### src/core/meter_pkg.sv
package meter_pkg;

  // Register byte offsets on the Avalon-MM slave
  localparam logic [4:0] REG_CTRL = 5'h00;
  localparam logic [4:0] REG_STATUS = 5'h04;
  localparam logic [4:0] REG_DISPLAY = 5'h08;
  localparam logic [4:0] REG_IRQ_STATUS = 5'h0c;
  localparam logic [4:0] REG_IRQ_MASK = 5'h10;

  // Control register fields
  localparam int CTRL_SOFT_FREEZE = 0;
  localparam int CTRL_SCAN_EN = 1;

  // Status register fields
  localparam int STAT_OVER = 0;
  localparam int STAT_UNDER = 1;
  localparam int STAT_SIGN = 2;
  localparam int STAT_GT = 3;
  localparam int STAT_FREQ = 4;
  localparam int STAT_FROZEN = 5;

  // Interrupt status and mask fields
  localparam int IRQ_NEW_READING = 0;
  localparam int IRQ_GT_RISE = 1;
  localparam int IRQ_OVER = 2;

  // Reset values of software-visible control
  localparam logic RESET_SOFT_FREEZE = 1'b0;
  localparam logic RESET_SCAN_EN = 1'b1;
  localparam logic [2:0] RESET_IRQ_MASK = 3'h0;

  // Default oscillator divider: mclk cycles per converter clock pulse
  localparam int CLK_DIV_DEFAULT = 4;

  // Converter clock pulses the greater-than flag stands after end of conversion
  localparam int GT_HOLD_PULSES = 50;

  // Under-range threshold as a BCD reading
  localparam logic [15:0] UNDER_RANGE_LIMIT = 16'h0380;

  // Decimal point select codes
  localparam logic [1:0] POINT_ONE = 2'h1;
  localparam logic [1:0] POINT_TWO = 2'h2;
  localparam logic [1:0] POINT_THREE = 2'h3;

  // Digit drive codes, all-off then one-hot, least significant digit first
  localparam logic [3:0] DIGIT_NONE = 4'h0;
  localparam logic [3:0] DIGIT_ONE = 4'h1;
  localparam logic [3:0] DIGIT_TWO = 4'h2;
  localparam logic [3:0] DIGIT_THREE = 4'h4;
  localparam logic [3:0] DIGIT_FOUR = 4'h8;

  // Whole state of the output and scan block
  typedef struct packed {
    logic [7:0] div_cnt;
    logic [3:0] digit;
    logic [15:0] disp;
    logic sign;
    logic over;
    logic under;
    logic gt;
    logic gt_count_on;
    logic [5:0] gt_cnt;
    logic stb_pend;
    logic stb_on;
    logic stb_n;
    logic [3:0] bcd;
    logic sp;
    logic freq;
    logic hold_az;
    logic hold_idle;
    logic soft_freeze;
    logic scan_en;
    logic [2:0] irq_sts;
    logic [2:0] irq_mask;
    logic irq;
    logic ack;
    logic [31:0] rdata;
  } scan_state_t;

endpackage

### src/core/meter_result_output_scan.sv
// Design decisions made here: the placing of the registers and the Avalon-MM interface to the registers.
`timescale 1ns/100ps

// Contract
// - Over-range high when input exceeds full scale
// - Voltage mode: sign high for positive input
// - Counter mode: sign always held high
// - Digit as BCD, weight eight is MSB
// - Greater-than rises at integrator zero crossing
// - Greater-than falls 50 pulses after conversion done
// - Four digit drives, first least significant
// - Shared pin: sign on four, points otherwise
// - Under-range high when reading at most 380
// - Select low voltage, high frequency counting
// - Freeze low holds display, converter parks
// - Strobe low half pulse, centred, once per conversion
module meter_result_output_scan #(
  parameter int CLK_DIV = meter_pkg::CLK_DIV_DEFAULT
) (
  // Clock and reset
  input wire logic mclk,
  input wire logic rst,
  // Avalon-MM slave
  input wire logic [4:0] address,
  input wire logic read,
  input wire logic write,
  input wire logic [3:0] byteenable,
  input wire logic [31:0] writedata,
  output logic [31:0] readdata,
  output logic waitrequest,
  output logic irq,
  // Mode and freeze pins
  input wire logic measurement_select,
  input wire logic freeze_n,
  input wire logic [1:0] point_code,
  // Conversion engine results
  input wire logic conversion_done,
  input wire logic zero_cross,
  input wire logic [15:0] new_bcd,
  input wire logic new_positive,
  input wire logic new_overrange,
  // Conversion engine control
  output logic freq_mode,
  output logic hold_autozero,
  output logic hold_idle,
  // Status pins
  output logic over_range_flag,
  output logic under_range_flag,
  output logic sign_flag,
  output logic new_reading_larger,
  // Multiplexed digit outputs
  output logic bcd_weight_eight,
  output logic bcd_weight_four,
  output logic bcd_weight_two,
  output logic bcd_weight_one,
  output logic digit_select_one,
  output logic digit_select_two,
  output logic digit_select_three,
  output logic digit_select_four,
  output logic sign_point_shared,
  output logic digit_sample_strobe_n
);

  // Strobe window inside one digit pulse: middle half of the converter clock period
  localparam logic [7:0] STB_START = 8'(CLK_DIV / 4);
  localparam logic [7:0] STB_END = 8'(CLK_DIV / 4 + CLK_DIV / 2);
  localparam logic [7:0] DIV_LAST = 8'(CLK_DIV - 1);
  localparam logic [5:0] GT_LAST = 6'(meter_pkg::GT_HOLD_PULSES - 1);

  localparam meter_pkg::scan_state_t STATE_RESET = '{
    div_cnt: 8'h00, digit: meter_pkg::DIGIT_NONE, disp: 16'h0000,
    sign: 1'b0, over: 1'b0, under: 1'b1, gt: 1'b0, gt_count_on: 1'b0,
    gt_cnt: 6'h00, stb_pend: 1'b0, stb_on: 1'b0, stb_n: 1'b1, bcd: 4'h0,
    sp: 1'b0, freq: 1'b0, hold_az: 1'b0, hold_idle: 1'b0,
    soft_freeze: meter_pkg::RESET_SOFT_FREEZE, scan_en: meter_pkg::RESET_SCAN_EN,
    irq_sts: 3'h0, irq_mask: meter_pkg::RESET_IRQ_MASK, irq: 1'b0,
    ack: 1'b0, rdata: 32'h0000_0000
  };

  meter_pkg::scan_state_t st_r;
  meter_pkg::scan_state_t st_nxt;
  logic frozen;
  logic tick;
  logic latch;
  logic req;
  logic [2:0] events;
  logic [2:0] w1c;

  // Freeze comes from the pin or from software; either parks the converter
  assign frozen = ~freeze_n | st_r.soft_freeze;
  // One converter clock pulse every CLK_DIV mclk cycles
  assign tick = (st_r.div_cnt == DIV_LAST);
  // A result is only accepted while not frozen
  assign latch = conversion_done & ~frozen;
  assign req = read | write;

  // Next-state logic for the whole block
  always_comb begin
    st_nxt = st_r;
    events = 3'h0;
    w1c = 3'h0;

    // Oscillator divider
    st_nxt.div_cnt = tick ? 8'h00 : st_r.div_cnt + 8'h01;

    // Mode follows the select pin; frozen converter parks per mode
    st_nxt.freq = measurement_select;
    st_nxt.hold_az = frozen & ~measurement_select;
    st_nxt.hold_idle = frozen & measurement_select;

    // Result latch at end of conversion
    if (latch) begin
      st_nxt.disp = new_bcd;
      st_nxt.over = new_overrange;
      st_nxt.under = (new_bcd <= meter_pkg::UNDER_RANGE_LIMIT);
      st_nxt.sign = new_positive;
      st_nxt.stb_pend = 1'b1;
      events[meter_pkg::IRQ_NEW_READING] = 1'b1;
      events[meter_pkg::IRQ_OVER] = new_overrange;
    end
    // Counter mode has no polarity; sign pinned high
    if (measurement_select) begin
      st_nxt.sign = 1'b1;
    end

    // Greater-than: raised at zero crossing, timed out after end of conversion
    if (zero_cross && !frozen && (new_bcd > st_r.disp)) begin
      st_nxt.gt = 1'b1;
      st_nxt.gt_count_on = 1'b0;
      st_nxt.gt_cnt = 6'h00;
    end else if (st_r.gt && conversion_done) begin
      st_nxt.gt_count_on = 1'b1;
      st_nxt.gt_cnt = 6'h00;
    end else if (st_r.gt_count_on && tick) begin
      if (st_r.gt_cnt == GT_LAST) begin
        st_nxt.gt = 1'b0;
        st_nxt.gt_count_on = 1'b0;
      end else begin
        st_nxt.gt_cnt = st_r.gt_cnt + 6'h01;
      end
    end
    events[meter_pkg::IRQ_GT_RISE] = st_nxt.gt & ~st_r.gt;

    // Digit scan: one drive at a time, advancing each converter clock pulse
    if (!st_r.scan_en) begin
      st_nxt.digit = meter_pkg::DIGIT_NONE;
      st_nxt.stb_on = 1'b0;
    end else if (tick) begin
      if (st_r.digit == meter_pkg::DIGIT_NONE || st_r.digit == meter_pkg::DIGIT_FOUR) begin
        st_nxt.digit = meter_pkg::DIGIT_ONE;
      end else begin
        st_nxt.digit = {st_r.digit[2:0], 1'b0};
      end
      // Strobe goes with the next most significant digit after a new result
      st_nxt.stb_on = st_nxt.stb_pend && (st_nxt.digit == meter_pkg::DIGIT_FOUR);
      if (st_nxt.stb_on) begin
        st_nxt.stb_pend = 1'b0;
      end
    end

    // BCD lines and shared pin follow the digit being driven
    case (st_nxt.digit)
      meter_pkg::DIGIT_ONE: begin
        st_nxt.bcd = st_nxt.disp[3:0];
        st_nxt.sp = (point_code == meter_pkg::POINT_ONE);
      end
      meter_pkg::DIGIT_TWO: begin
        st_nxt.bcd = st_nxt.disp[7:4];
        st_nxt.sp = (point_code == meter_pkg::POINT_TWO);
      end
      meter_pkg::DIGIT_THREE: begin
        st_nxt.bcd = st_nxt.disp[11:8];
        st_nxt.sp = (point_code == meter_pkg::POINT_THREE);
      end
      meter_pkg::DIGIT_FOUR: begin
        st_nxt.bcd = st_nxt.disp[15:12];
        st_nxt.sp = st_nxt.sign;
      end
      default: begin
        st_nxt.bcd = 4'h0;
        st_nxt.sp = 1'b0;
      end
    endcase

    // Strobe low only in the middle half of the chosen digit pulse
    st_nxt.stb_n = ~(st_nxt.stb_on && st_nxt.div_cnt >= STB_START && st_nxt.div_cnt < STB_END);

    // Bus: one wait cycle, read data captured while waiting
    st_nxt.ack = req & ~st_r.ack;
    if (read && !st_r.ack) begin
      case (address)
        meter_pkg::REG_CTRL: begin
          st_nxt.rdata = 32'h0;
          st_nxt.rdata[meter_pkg::CTRL_SOFT_FREEZE] = st_r.soft_freeze;
          st_nxt.rdata[meter_pkg::CTRL_SCAN_EN] = st_r.scan_en;
        end
        meter_pkg::REG_STATUS: begin
          st_nxt.rdata = 32'h0;
          st_nxt.rdata[meter_pkg::STAT_OVER] = st_r.over;
          st_nxt.rdata[meter_pkg::STAT_UNDER] = st_r.under;
          st_nxt.rdata[meter_pkg::STAT_SIGN] = st_r.sign;
          st_nxt.rdata[meter_pkg::STAT_GT] = st_r.gt;
          st_nxt.rdata[meter_pkg::STAT_FREQ] = st_r.freq;
          st_nxt.rdata[meter_pkg::STAT_FROZEN] = frozen;
        end
        meter_pkg::REG_DISPLAY: st_nxt.rdata = {16'h0000, st_r.disp};
        meter_pkg::REG_IRQ_STATUS: st_nxt.rdata = {29'h0, st_r.irq_sts};
        meter_pkg::REG_IRQ_MASK: st_nxt.rdata = {29'h0, st_r.irq_mask};
        default: st_nxt.rdata = 32'h0;
      endcase
    end
    // Writes land on the edge where waitrequest is low; only lane 0 is populated
    if (write && st_r.ack && byteenable[0]) begin
      case (address)
        meter_pkg::REG_CTRL: begin
          st_nxt.soft_freeze = writedata[meter_pkg::CTRL_SOFT_FREEZE];
          st_nxt.scan_en = writedata[meter_pkg::CTRL_SCAN_EN];
        end
        meter_pkg::REG_IRQ_STATUS: w1c = writedata[2:0];
        meter_pkg::REG_IRQ_MASK: st_nxt.irq_mask = writedata[2:0];
        default: w1c = 3'h0;
      endcase
    end

    // Sticky events: a set in the clearing cycle wins
    st_nxt.irq_sts = (st_r.irq_sts & ~w1c) | events;
    st_nxt.irq = |(st_nxt.irq_sts & st_nxt.irq_mask);
  end

  // State register
  always_ff @(posedge mclk or posedge rst) begin
    if (rst) begin
      st_r <= STATE_RESET;
    end else begin
      st_r <= st_nxt;
    end
  end

  // Outputs straight from the state register, except waitrequest, which also decodes read and write
  assign readdata = st_r.rdata;
  assign waitrequest = req & ~st_r.ack;
  assign irq = st_r.irq;
  assign freq_mode = st_r.freq;
  assign hold_autozero = st_r.hold_az;
  assign hold_idle = st_r.hold_idle;
  assign over_range_flag = st_r.over;
  assign under_range_flag = st_r.under;
  assign sign_flag = st_r.sign;
  assign new_reading_larger = st_r.gt;
  assign bcd_weight_eight = st_r.bcd[3];
  assign bcd_weight_four = st_r.bcd[2];
  assign bcd_weight_two = st_r.bcd[1];
  assign bcd_weight_one = st_r.bcd[0];
  assign digit_select_one = st_r.digit[0];
  assign digit_select_two = st_r.digit[1];
  assign digit_select_three = st_r.digit[2];
  assign digit_select_four = st_r.digit[3];
  assign sign_point_shared = st_r.sp;
  assign digit_sample_strobe_n = st_r.stb_n;
endmodule // meter_result_output_scan

### config.mk
export PLATFORM = sky130hd
export DESIGN_NAME = meter_result_output_scan
export DESIGN_NICKNAME = d
export VERILOG_FILES = /design/src/core/meter_pkg.sv /design/src/core/meter_result_output_scan.sv
export SDC_FILE = /design/constraint.sdc
export NUM_CORES = 1
export LEC_CHECK = 0
export ABC_CLOCK_PERIOD_IN_PS = 2600
export BUFFER_PORTS_ARGS = -buffer_cell sky130_fd_sc_hd__buf_2
export CORE_MARGIN = 1.5
export CORE_UTILIZATION = 35
export CTS_CLUSTER_DIAMETER = 150
export DETAILED_ROUTE_END_ITERATION = 10
export GPL_TIMING_DRIVEN = 0
export PLACE_DENSITY_LB_ADDON = 0.12
export SYNTH_ARGS = -nofsm -noshare
export SYNTH_HDL_FRONTEND = slang
export SYNTH_SLANG_ARGS = --single-unit
### constraint.sdc
create_clock -name mclk -period 2.6 [get_ports mclk]
set_input_delay 0.52 -clock mclk [delete_from_list [all_inputs] [get_ports mclk]]
set_output_delay 0.52 -clock mclk [all_outputs]
set_load 0.01 [all_outputs]
==> results.toml <==
[synthesis]
synth-main-ff-cell = "dfrtp_1"
synthTopCellsByCount = "dfrtp_1, nand2_1, buf_4, inv_1, nor2_1"
synth_simple_gate_area_share_pct = 17.73
synth_area_leader_cell = "dfrtp_1"
synth-compound-area-share_pct = 14.56
synthMostInstantiatedCell = "dfrtp_1"
syn_avg_cell_area_sq_um = 9.445
netlist.area_leader.share_pct = 43.66
synthXorXnorAreaFrac_pct = 2.093
synth_cells = 443
synth-seq-cells = 76
synth_adder_area_share_pct = 6.280
yosys_warnings = 0
async_flop_share_pct = 100.0
synthMuxAreaShare_pct = 3.230
synth_top_family_by_area = "simple AND/OR/NAND/NOR gates"
syn-cell-area_sq_um = 4184
ys_types = 58
ys_seq_area_share_pct = 45.54
synth_edf_count = 0
yosys-top-cells-area = "dfrtp_1, ha_1, buf_4, nand2_1, inv_1"

[power_and_ir_drop]
comb_power_share_pct = 13.1
switchingPower_uw = 745.6
p_clk_share_pct = 43.9
switching_share_pct = 25.09
p_int_uw = 2226
pwr-share-seq_pct = 43.0
leakage_uw = 0.002520
p_per_area_nw_per_um2 = 581.0
ir_drop_mv = 0.3361
total_power_uw = 2972

[finish]
fin_util_pct = 44.42
nets = 628
diodes = 0
area_growth_syn_to_layout_pct = 22.25
layout.cells.non_filler = 685
area.sequential_sq_um = 1906
regMostFlops = "st_r"
largest_reg_flops = 42
nFillCells = 1170
multi_input_area_sq_um = 1921
final_layout_size_suffix_gt1_share_pct = 25.65

[critical_path]
r2r_end = "sign_point_shared$_DFF_PP0_"
path_buf_inv = 0
r2r-start = "st_r[84]$_DFF_PP0_"
crit_type = "register to register"
cp_cell_sequence = "ha_1 > nor3b_2 > a2111oi_0 > a31oi_1 > o32ai_1 > a221o_1"
max_stage_delay_ns = 0.44
slowest_stage = "a31oi_1"
arrival_ns = 2.59
worstPathRequired_ns = 2.79
crit_path_end_kind = "register"
startpoint_type = "register"
r2r_setup_slack_ns = 0.20
ff2ff_path_depth = 6
cpLargestDelayFamily = "compound AO/OA/AOI/OAI gates"
endpoint = "sign_point_shared$_DFF_PP0_"
cp_num_cells = 6
critPathMaxFanout = 7
cp-startpoint = "st_r[84]$_DFF_PP0_"

[placement]
portBuffers = 68
gp_congestion = 0.8487
dpl.hpwl_mm = 7.842
place_ws_ns = -0.2398
place_inst = 670

[timing]
drv_slew = 0
relSlewSlack_pct = 55.42
fin_skew_ns = 0.005806
rsz0062_at_grt = "no"
timing.fmax_mhz = 417.2
finalWorstSetupSlack_ns = 0.2030
period_share_pct = 92.19
tightest_slew_ns = 0.6626
setup_viol = 0
hold_viol_final = 0
period_minus_slack_ns = 2.397

[floorplan]
start_util_pct = 36.33
die_y_um = 112.3
die_area_sq_um = 12620
placementRows = 39
io_pins = 120
die_w_um = 112.3
core_area_sq_um = 11520

[global_routing]
grt_usage_pct = 16.96
grt-ovfl-total = 0
grt_pass1_wl_mm = 16.77
grt_start_max_net_pins = 42
antenna_found_initial = 0
grt_pass1_vias = 3297

[detailed_routing]
ant_nets = 0
drc_errors = 0
viasPerCell = 4.947
wire_per_inst_um = 14.78
routed_wl_mm = 10.13
vias = 3389
drt_iter0_drc = 209
first_pass_iters = 7

[clock_network]
ctsHoldBuffers = 0
clk_latency_ns = 0.33
cts_tree = "built"
path_clk_slew_ns = 0.06
cts_sinks = 76
cts_resized = 1
cts_max_level = 3
cts_buffers = 9
cts.path.max_buffers = 2
root_buffer = "clkbuf_16"
post_cts_buffers = 0

[status]
outcome = "finished, final reports clean"

[job]
cap_violations = 0

[min_path]
hold_path.class = "primary input to asynchronous set/reset pin"
layout make-up:
cell class | instances | share of cell area (%)
clock inverters | 5 | 1.517
repair buffers | 69 | 7.045
flip-flops and latches | 76 | 37.26
clock buffers | 10 | 4.477
inverters | 33 | 2.471
multi-input cells | 302 | 37.55
plain buffers | 47 | 6.189
well taps | 143 | 3.498
worst min-delay path by stage:
stage / from / slack (ns) / end / cells after the start
2_1_floorplan: readdata[0]$_DFFE_PP0P_ / 0.45 / readdata[0]$_DFFE_PP0P_ / 2
3_3_place_gp: readdata[14]$_DFFE_PP0P_ / 0.46 / readdata[14]$_DFFE_PP0P_ / 2
3_5_place_dp: readdata[12]$_DFFE_PP0P_ / 0.47 / readdata[12]$_DFFE_PP0P_ / 2
4_1_cts: rst / 0.23 / st_r[84]$_DFF_PP0_ / 2
5_1_grt: rst / 0.25 / st_r[85]$_DFF_PP0_ / 2
6_report: rst / 0.22 / st_r[84]$_DFF_PP0_ / 2
cells in the final DEF (no fill, tap or decap), drive strengths merged, types with 7 or more instances in the layout:
| cell | count |
|---|---|
| nand2 | 61 |
| nor3b | 8 |
| nor3 | 11 |
| buf | 104 |
| o21ai | 29 |
| dfrtp | 73 |
| conb | 16 |
| clkbuf | 21 |
| xnor2 | 7 |
| nor2 | 24 |
| a21oi | 21 |
| inv | 33 |
| ha | 21 |
| nand3 | 12 |
per-layer routing:
layer | GRT usage (%) | part of all wire [%]
met1 | 23.74 | 48
met2 | 26.83 | 47
met4 | 4.641 | 0.87
met5 | 0 | 0
met3 | 3.564 | 3.7
power groups by stage:
stage	sequential [uW]	clock, uW	combinational, uW
6_report	1280	1300	390
3_5_place_dp	1300	0	388
4_1_cts	1280	1330	390
2_1_floorplan	1290	0	252
5_1_grt	1280	1380	443
3_3_place_gp	1300	0	376
through the flow:
step	TNS (ns)	instance area [sq um]	hold slack, ns
2_1_floorplan	0	4240	0.4510
3_3_place_gp	-68.24	4760	0.4628
3_5_place_dp	-2.021	4782	0.4726
4_1_cts	0	5094	0.2306
5_1_grt	0	5115	0.2504
6_report	0	5115	0.2181
worst register-to-register path, delay by kind of cell (launching register included):
family / cells / cell delay (ns)
AOI/OAI and AO/OA: 4 / 1.16
and+or+nand+nor: 1 / 0.43
DFF: 1 / 0.38
adders and majority gates: 1 / 0.28
cell families after synthesis:
family | after synthesis
flops | 76
other cells | 1
xor+xnor | 10
buf+inv | 80
simple gates | 149
compound gates | 94
fa+ha+maj | 21
mux | 12
No activity file was read; power rests on OpenSTA's default activity.
